File: src/rtl/rdt_regs.vh
// named constants for the rgb display timing and reset receiver
// assumes core clock of 40 MHz; included by bare name from rtl files
`ifndef RDT_REGS_VH
`define RDT_REGS_VH

// core clock rate
`define RDT_CLK_MHZ 40
`define RDT_CLK_KHZ 40000

// reset spike filter times in microseconds
`define RDT_T_REJECT_US 5
`define RDT_T_FULL_US 9

// reload and command waits in milliseconds
`define RDT_T_RELOAD_SLEEPIN_MS 5
`define RDT_T_RELOAD_SLEEPOUT_MS 120
`define RDT_T_SLEEP_EXIT_MS 120

// video frame shape
`define RDT_H_ACTIVE 9'h140
`define RDT_COL_W 9
`define RDT_ROW_W 9
`define RDT_PIX_W 18

// fifo word layout: {frameStart, lineStart, pixel}
`define RDT_WORD_W 20
`define RDT_WORD_SOF 19
`define RDT_WORD_SOL 18
`define RDT_FIFO_DEPTH 4
`define RDT_FIFO_AW 2

// filter, wait counter and synchroniser word widths
`define RDT_FILT_W 9
`define RDT_WAIT_W 23
`define RDT_SYNC_W 23

// bit positions in the synchroniser word
`define RDT_PIN_RST 22
`define RDT_PIN_PCLK 21
`define RDT_PIN_HS 20
`define RDT_PIN_VS 19
`define RDT_PIN_DE 18
// reset pin and both syncs idle high, so rst leaves no false spike or edge
`define RDT_PIN_IDLE 23'h58_0000

// reset filter states
`define RDT_ST_RUN 3'h0
`define RDT_ST_LOWCNT 3'h1
`define RDT_ST_HELD 3'h2
`define RDT_ST_HIGHCNT 3'h3
`define RDT_ST_RELOAD 3'h4

`endif

File: src/rtl/rdt_fifo.v
// small first-in first-out buffer with valid/ready on both sides
// assumes one clock and a synchronous active high reset
`timescale 1ns/1ps
module rdt_fifo #(
    parameter WIDTH = 20,
    parameter DEPTH = 4,
    parameter AW = 2
) (
    input wire core_clk,
    input wire rst,
    input wire inValid,
    output wire inReady,
    input wire [WIDTH-1:0] inData,
    output wire outValid,
    input wire outReady,
    output wire [WIDTH-1:0] outData
);
    reg [WIDTH-1:0] mem [0:DEPTH-1]; // storage words
    reg [AW-1:0] wrPtr; // next slot to fill
    reg [AW-1:0] rdPtr; // next slot to drain
    reg [AW:0] fill; // words held, one bit wider than pointers
    wire doWrite;
    wire doRead;

    // honest flags straight from the fill count
    assign inReady = (fill != DEPTH[AW:0]);
    assign outValid = (fill != {(AW+1){1'b0}});
    assign outData = mem[rdPtr];
    assign doWrite = inValid & inReady;
    assign doRead = outValid & outReady;

    // pointer and count upkeep
    always @(posedge core_clk) begin
        if (rst) begin
            wrPtr <= {AW{1'b0}};
            rdPtr <= {AW{1'b0}};
            fill <= {(AW+1){1'b0}};
        end else begin
            if (doWrite) begin
                // depth is a power of two so the pointer wraps itself
                wrPtr <= wrPtr + 1'b1;
            end
            if (doRead) begin
                rdPtr <= rdPtr + 1'b1;
            end
            if (doWrite & ~doRead) begin
                fill <= fill + 1'b1;
            end else if (doRead & ~doWrite) begin
                fill <= fill - 1'b1;
            end
        end
    end

    // storage has no reset, keeps area down
    always @(posedge core_clk) begin
        if (doWrite) begin
            mem[wrPtr] <= inData;
        end
    end
endmodule

File: src/rtl/rdt_receiver.v
// rgb pixel port receiver with hardware reset spike filter and reload wait
// assumes all link pins are asynchronous to core_clk; pixel clock is sampled
//
// Overview of operation
// - reject under 5us, reset above 9us
// - spikes inside reset pulse also rejected
// - reload settings on release, 5/120 ms
// - blank during reset, defaults at its start
`timescale 1ns/1ps
`include "rdt_regs.vh"
module rdt_receiver #(
    // long waits are parameters so a simulation can shorten them
    parameter RELOAD_SLEEPIN_CYC = `RDT_T_RELOAD_SLEEPIN_MS * `RDT_CLK_KHZ,
    parameter RELOAD_SLEEPOUT_CYC = `RDT_T_RELOAD_SLEEPOUT_MS * `RDT_CLK_KHZ,
    parameter SLEEP_EXIT_CYC = `RDT_T_SLEEP_EXIT_MS * `RDT_CLK_KHZ
) (
    input wire core_clk,
    input wire rst,
    input wire pixel_clock,
    input wire hsync_n,
    input wire vsync_n,
    input wire dataEnable,
    input wire [`RDT_PIX_W-1:0] pixel_data_bus,
    input wire hw_reset_n,
    input wire sleepOut,
    output wire pixValid,
    input wire pixReady,
    output wire [`RDT_WORD_W-1:0] pixWord,
    output reg displayBlank,
    output reg settingsReload,
    output reg settingsDefault,
    output reg commandReady,
    output reg sleepExitAllowed,
    output reg lineLengthError,
    output reg pixelOverrun
);
    // minimum cycle counts, kept in filter and wait widths
    localparam [`RDT_FILT_W-1:0] REJECT_CYC = `RDT_T_REJECT_US * `RDT_CLK_MHZ;
    localparam [`RDT_FILT_W-1:0] FULL_CYC = `RDT_T_FULL_US * `RDT_CLK_MHZ;
    localparam [`RDT_WAIT_W-1:0] SLEEPIN_W = RELOAD_SLEEPIN_CYC;
    localparam [`RDT_WAIT_W-1:0] SLEEPOUT_W = RELOAD_SLEEPOUT_CYC;
    localparam [`RDT_WAIT_W-1:0] EXIT_W = SLEEP_EXIT_CYC;

    // rising edge from two successive samples
    function rise;
        input cur;
        input prev;
        begin
            rise = cur & ~prev;
        end
    endfunction

    // two-flop synchronisers for every pin; stage one feeds only stage two
    reg [`RDT_SYNC_W-1:0] pinS1;
    reg [`RDT_SYNC_W-1:0] pinS2;
    reg [`RDT_SYNC_W-1:0] pinS3; // one more stage for edge finding
    wire [`RDT_SYNC_W-1:0] pinRaw;
    assign pinRaw = {hw_reset_n, pixel_clock, hsync_n, vsync_n, dataEnable, pixel_data_bus};

    always @(posedge core_clk) begin
        if (rst) begin
            // idle levels, not zeros: a low reset pin would open a filter run
            pinS1 <= `RDT_PIN_IDLE;
            pinS2 <= `RDT_PIN_IDLE;
            pinS3 <= `RDT_PIN_IDLE;
        end else begin
            pinS1 <= pinRaw;
            pinS2 <= pinS1;
            pinS3 <= pinS2;
        end
    end

    // named views of the synchronised pins
    wire resetPinN = pinS2[`RDT_PIN_RST];
    wire pclkEdge = rise(pinS2[`RDT_PIN_PCLK], pinS3[`RDT_PIN_PCLK]);
    // pixel fields taken from the sample just before the clock edge
    wire hsyncOld = pinS3[`RDT_PIN_HS];
    wire vsyncOld = pinS3[`RDT_PIN_VS];
    wire deOld = pinS3[`RDT_PIN_DE];
    wire [`RDT_PIX_W-1:0] pixOld = pinS3[`RDT_PIX_W-1:0];

    // reset filter state
    reg [2:0] state;
    reg [2:0] next_state;
    reg [`RDT_FILT_W-1:0] filtCnt; // length of current low or high stretch
    reg [`RDT_WAIT_W-1:0] waitCnt; // time since accepted release
    reg sleepAtReset; // sleep mode latched when reset starts
    wire inReset = (state == `RDT_ST_HELD) || (state == `RDT_ST_HIGHCNT);

    // next state of the reset filter
    always @* begin
        next_state = state;
        case (state)
            `RDT_ST_RUN, `RDT_ST_RELOAD: begin
                if (~resetPinN) begin
                    next_state = `RDT_ST_LOWCNT;
                end
            end
            `RDT_ST_LOWCNT: begin
                if (resetPinN) begin
                    // short spike, device carries on untouched
                    next_state = (waitCnt >= SLEEPOUT_W) ? `RDT_ST_RUN : `RDT_ST_RELOAD;
                end else if (filtCnt >= REJECT_CYC - 1'b1) begin
                    next_state = `RDT_ST_HELD;
                end
            end
            `RDT_ST_HELD: begin
                if (resetPinN) begin
                    next_state = `RDT_ST_HIGHCNT;
                end
            end
            `RDT_ST_HIGHCNT: begin
                if (~resetPinN) begin
                    // high spike inside the pulse neither ends nor restarts it
                    next_state = `RDT_ST_HELD;
                end else if (filtCnt >= REJECT_CYC - 1'b1) begin
                    next_state = `RDT_ST_RELOAD;
                end
            end
            default: begin
                next_state = `RDT_ST_RUN;
            end
        endcase
    end

    // filter counters and reset side effects
    always @(posedge core_clk) begin
        if (rst) begin
            // power-on counts as long settled, device is ready
            state <= `RDT_ST_RUN;
            filtCnt <= {`RDT_FILT_W{1'b0}};
            waitCnt <= SLEEPOUT_W;
            sleepAtReset <= 1'b0;
            displayBlank <= 1'b0;
            settingsReload <= 1'b0;
            settingsDefault <= 1'b0;
            commandReady <= 1'b1;
            sleepExitAllowed <= 1'b1;
        end else begin
            state <= next_state;
            settingsReload <= 1'b0;
            settingsDefault <= 1'b0;
            // stretch counter restarts on every state change
            if (next_state != state) begin
                filtCnt <= {`RDT_FILT_W{1'b0}};
            end else if (filtCnt != FULL_CYC) begin
                filtCnt <= filtCnt + 1'b1;
            end
            if (state == `RDT_ST_LOWCNT && next_state == `RDT_ST_HELD) begin
                // reset has started: blank and fall back to defaults
                sleepAtReset <= sleepOut;
                displayBlank <= 1'b1;
                settingsDefault <= 1'b1;
                commandReady <= 1'b0;
                sleepExitAllowed <= 1'b0;
            end
            if (inReset) begin
                // release time counts from the accepted rising edge
                waitCnt <= {`RDT_WAIT_W{1'b0}};
            end else if (waitCnt < SLEEPOUT_W) begin
                waitCnt <= waitCnt + 1'b1;
            end
            if (state == `RDT_ST_HIGHCNT && next_state == `RDT_ST_RELOAD) begin
                settingsReload <= 1'b1;
            end
            if (state == `RDT_ST_RELOAD || state == `RDT_ST_RUN) begin
                // reload length depends on the sleep mode at reset time
                if (waitCnt >= (sleepAtReset ? SLEEPOUT_W : SLEEPIN_W)) begin
                    displayBlank <= 1'b0;
                    commandReady <= 1'b1;
                end
                if (waitCnt >= EXIT_W) begin
                    sleepExitAllowed <= 1'b1;
                end
            end
        end
    end

    // pixel capture: one pixel per pixel clock while enable is high
    reg [`RDT_COL_W-1:0] colCnt; // pixels taken in current line
    reg hsyncPrev; // line sync level at last pixel edge
    reg vsyncPrev;
    reg newFrame; // next pixel opens a frame
    reg newLine; // next pixel opens a line
    reg pushValid;
    reg [`RDT_WORD_W-1:0] pushWord;
    wire pushReady;
    wire lineStart = pclkEdge & hsyncPrev & ~hsyncOld;
    wire frameStart = pclkEdge & vsyncPrev & ~vsyncOld;

    // line bookkeeping and fifo feed
    always @(posedge core_clk) begin
        if (rst) begin
            colCnt <= {`RDT_COL_W{1'b0}};
            hsyncPrev <= 1'b1;
            vsyncPrev <= 1'b1;
            newFrame <= 1'b0;
            newLine <= 1'b0;
            pushValid <= 1'b0;
            pushWord <= {`RDT_WORD_W{1'b0}};
            lineLengthError <= 1'b0;
            pixelOverrun <= 1'b0;
        end else begin
            pushValid <= 1'b0;
            if (pclkEdge) begin
                hsyncPrev <= hsyncOld;
                vsyncPrev <= vsyncOld;
            end
            if (frameStart) begin
                newFrame <= 1'b1;
                lineLengthError <= 1'b0;
            end
            if (lineStart) begin
                // a line with pixels must hold exactly the active count
                if (colCnt != {`RDT_COL_W{1'b0}} && colCnt != `RDT_H_ACTIVE) begin
                    lineLengthError <= 1'b1;
                end
                colCnt <= {`RDT_COL_W{1'b0}};
                newLine <= 1'b1;
            end else if (pclkEdge & deOld & ~displayBlank) begin
                // only enable-marked pixels count, blanking drops them
                colCnt <= colCnt + 1'b1;
                newFrame <= 1'b0;
                newLine <= 1'b0;
                pushValid <= 1'b1;
                pushWord <= {newFrame, newLine, pixOld};
                // pixel source cannot stall, so a full buffer loses the word
                if (~pushReady) begin
                    pixelOverrun <= 1'b1;
                end
            end
        end
    end

    // small buffer between capture and consumer
    rdt_fifo #(
        .WIDTH(`RDT_WORD_W),
        .DEPTH(`RDT_FIFO_DEPTH),
        .AW(`RDT_FIFO_AW)
    ) u_fifo (
        .core_clk(core_clk),
        .rst(rst),
        .inValid(pushValid),
        .inReady(pushReady),
        .inData(pushWord),
        .outValid(pixValid),
        .outReady(pixReady),
        .outData(pixWord)
    );
endmodule

File: config.mk
export PLATFORM = sky130hd
export DESIGN_NAME = rdt_receiver
export DESIGN_NICKNAME = d
export VERILOG_FILES = /design/src/rtl/rdt_fifo.v /design/src/rtl/rdt_receiver.v
export VERILOG_INCLUDE_DIRS = /design/src /design/src/rtl
export SDC_FILE = /design/constraint.sdc
export NUM_CORES = 1
export LEC_CHECK = 0
export BUFFER_PORTS_ARGS = -buffer_cell sky130_fd_sc_hd__buf_2
export CORE_AREA = 2 2 109 153
export CTS_CLUSTER_DIAMETER = 40
export DETAILED_ROUTE_END_ITERATION = 7
export DIE_AREA = 0 0 111 155
export PLACE_DENSITY = 0.74
export SYNTH_ARGS = -nofsm -noshare
export SYNTH_HDL_FRONTEND = slang
export SYNTH_SLANG_ARGS = --single-unit
File: constraint.sdc
create_clock -name core_clk -period 4.4 [get_ports core_clk]
set_clock_uncertainty 0.2 [all_clocks]
set_input_delay 0.22 -clock core_clk [delete_from_list [all_inputs] [get_ports core_clk]]
set_output_delay 0.22 -clock core_clk [all_outputs]
set_load 0.005 [all_outputs]
==> metrics.md <==
| Metric | Value |
|---|---|
| Row count | `55` |
| Initial antenna violation count | `0` |
| Worst relative slew slack | `a little over a quarter` |
| Core ar. | `between 15,000 and 20,000 um^2` |
| CP delay by family, top | `flip-flops` |
| Fin. max-slew vios | `0` |
| Crit-path max cell delay | `between 0.9 and 1 ns` |
| CP Launch Type | `flip-flop` |
| IO Pins | `between 50 and 60` |
| N_diodes | `0` |
| Commonest non-fill, non-tap cell in the layout | `dfxtp_1` |
| Nets | `between 800 and 900` |
| H-tree Lvls | `1` |
| Die area | `between 15,000 and 20,000 um^2` |
| Total power draw | `about 4.7 mW` |
| Share of cells above drive strength 1 | `between 10% and 20%` |
| Net Switching | `around 1 mW` |
| Leak | `around 3.8 nW` |
| FMAX | `between 400 and 500 MHz` |
| WL/cell | `around 16 um` |
| Non-filler cells in the finished layout | `a little under 1,000` |
| Crit. path cell count | `2` |
| Vias after detailed routing | `~5,300` |
| CTS buffer count | `23` |
| Clk root buf | `clkbuf_16` |
| Iteration-0 DRC Markers | `between 200 and 250` |
| Comb pwr share | `8.9%` |
| Synthesized cell area | `8740 um^2` |
| Vias/cell | `around 5.5` |
| Cells on Worst Hold Path | `2` |
| Port bufs | `54` |
| Int Power | `~3.6 mW` |
| Area Growth Syn to Fin | `16.4%` |
| Mapped Cells | `roughly 680` |
| Sw Ratio | `between 20% and 30%` |
| Die Ht | `155 um` |
| Cell Chain, Critical Path | `mux4_2, buf_2` |
| Post-Syn Area per Cell | `about 13 um^2` |
| Clock sink total | `roughly 230` |
| CP required | `slightly below 4 ns` |
| FF+latch count, synth | `234` |
| Worst path buffer plus inverter count | `1` |
| Worst slew pin tran | `1.09 ns` |
| Post-route cell area | `approximately 10,000 um^2` |
| Crit-path max FO | `20` |
| Worst VDD drop | `about 0.37 mV` |
| Setup TNS | `0 ns` |
| Post-synth EDFFs | `80` |
| Post-detail-place hpwl | `10.2 mm` |
| DRC | `0` |
| Slowest cell on crit path | `dfxtp_1` |
| Dpl cells | `between 900 and 1,000` |
| Seq/Total Area, Yosys | `between 60% and 70%` |
| Clk_lat worst skew | `0.50 ns` |
| GRT Util Overall | `approximately 18%` |
| Most frequent cells in the layout | `154 x dfxtp_1, 80 x edfxtp_1, 65 x nor2b_1` |
| Fin crit period | `2.46 ns` |
| Largest net degree at the start of global routing | `55` |
| Setup crit end kind | `output pin` |
| Netlist cell types | `64` |
| Total gr overflow | `0` |
| RSZ-0062 raised after global routing | `no` |
| Reg power frac | `slightly below 50%` |
| Maximum clock path buffer count | `3` |
| Hold slack | `0.0746 ns` |
| Syn_nets | `between 700 and 800` |
| Max Cap Violations | `0` |
| Critical path arrival | `between 2 and 2.5 ns` |
| Async set-reset flop share out of synthesis | `0%` |
| Drt total wl | `15.7 mm` |
| Worst-path clk slew | `around 0.060 ns` |
| Period utilisation layout | `56.0%` |
| Initial Util | `55.0%` |
| Ys Warns | `0` |
| Global-route wire length before repair | `between 20 and 30 mm` |
| Die width | `roughly 110 um` |
| Post-route ant nets | `0` |
| Clk pwr share | `approximately 42%` |
| Vias in the first global route | `roughly 5,500` |
| Pre-Repair DR Iteration Count | `4` |
| GP Congestion | `0.808` |
| Hold Crit Class | `in -> reg` |
| Ys flop type | `dfxtp_1` |
| Placed cell areas | `between 9000 and 10,000 um^2` |
| PwrDens | `roughly 460 nW/um^2` |
| Setup violators final | `0` |
| R2R depth | `8` |
| CTS tree | `done` |
| Outcome | `complete, no violations` |
| Setup CP Type | `reg -> out` |
| Fin. Hold Viols | `0` |
-- through the flow --
stage | setup WS [ns] | utilization, %
floorplan | 2.13 | -
global route | 1.82 | 64.0
CTS | 1.85 | 64.0
detailed placement | 1.91 | 57.6
finish | 1.94 | 64.0
global placement | 2.06 | 57.6
-- kinds of logic after synthesis --
family                   after synthesis  share of synthesized area [%]
flip-flops                           234                           62.8
AND/OR/NAND/NOR                      228                           14.6
AO/OA/AOI/OAI                         95                           8.29
buffers and inverters                 47                           2.32
multiplexers                          29                           6.20
XOR/XNOR                              28                           2.81
adder cells (fa/ha/maj)               20                           2.95
-- worst paths after layout --
path                  start        endpoint  slack, ns
max               flip-flop     pixWord[16]       1.94
min                     rst        pinS2[4]       0.07
max reg2reg  u_fifo.fill[2]  u_fifo.fill[2]       1.97
min reg2reg       pinS2[19]       pinS3[19]       0.21
-- synthesized netlist by cell type (2+ instances only) --
| master | instances | share of area (%) |
|---|---|---|
| xnor2_1 | 11 | 1.1 |
| clkbuf_1 | 19 | 0.82 |
| nand2_1 | 28 | 1.2 |
| a221o_1 | 2 | 0.23 |
| buf_2 | 7 | 0.40 |
| ha_1 | 19 | 2.7 |
| nor4_1 | 3 | 0.21 |
| nor2b_1 | 65 | 4.7 |
| mux2i_1 | 8 | 0.92 |
| nor3_1 | 4 | 0.23 |
| or2_2 | 8 | 0.57 |
| o211ai_1 | 4 | 0.34 |
| o21ai_0 | 18 | 1.0 |
| and2_1 | 2 | 0.14 |
| nand2b_1 | 3 | 0.21 |
| and4_1 | 5 | 0.50 |
| o2111ai_2 | 2 | 0.34 |
| a22o_1 | 20 | 2.0 |
| inv_1 | 18 | 0.77 |
| or3_1 | 13 | 0.93 |
| edfxtp_1 | 80 | 27 |
| o21ai_1 | 2 | 0.11 |
| a211oi_1 | 3 | 0.26 |
| or4_1 | 3 | 0.26 |
| a21oi_1 | 20 | 1.1 |
| o31ai_1 | 2 | 0.17 |
| dfxtp_1 | 154 | 35 |
| o2111ai_1 | 2 | 0.20 |
| nand3_1 | 20 | 1.1 |
| nor2_1 | 43 | 1.8 |
| a31oi_1 | 5 | 0.36 |
| mux4_2 | 20 | 5.2 |
| nand4_1 | 5 | 0.36 |
| xor2_1 | 17 | 1.7 |
| and3_1 | 17 | 1.2 |
-- area by class of cell --
class                           count  area, um^2
Fill cell                        1186        5730
Sequential cell                   234        5490
Multi-Input combinational cell    400        3050
Clock buffer                       33         676
Timing Repair Buffer               83         551
Tap cell                          199         249
Clock inverter                      9        92.6
Inverter                           18        67.6
-- power groups by stage --
stage	Clock (mW)	Combinational, mW	Sequential, mW
6_report	1.93	0.415	2.31
4_1_cts	1.97	0.427	2.31
3_5_place_dp	0	0.408	2.35
5_1_grt	2.06	0.462	2.31
2_1_floorplan	0	0.223	2.34
3_3_place_gp	0	0.396	2.35
-- state kept, by name (all words and copies together), names as in the netlist, 2 cells and up, named ones only --
signal        count
state             3
u_fifo.mem       80
pinS1            23
pushWord         20
u_fifo.rdPtr      2
pinS3            22
waitCnt          23
u_fifo.fill       3
u_fifo.wrPtr      2
colCnt            9
pinS2            23
filtCnt           9
-- metal layers --
layer | vias up | track usage, % | share of wire [%]
met4 | 0 | 5.77 | 2.1
met1 | 2621 | 21.0 | 41
met2 | 84 | 35.1 | 54
li1 | 2613 | - | -
met3 | 24 | 2.45 | 3.1
met5 | - | 0 | 0
-- timing repair --
action                                 in CTS  in global routing
endpoints found under the hold margin      28                  0
gates resized for setup                     0                  0
hold buffers                               25                  0
setup buffers                               0                  0
No activity file was read; power rests on OpenSTA's default activity.
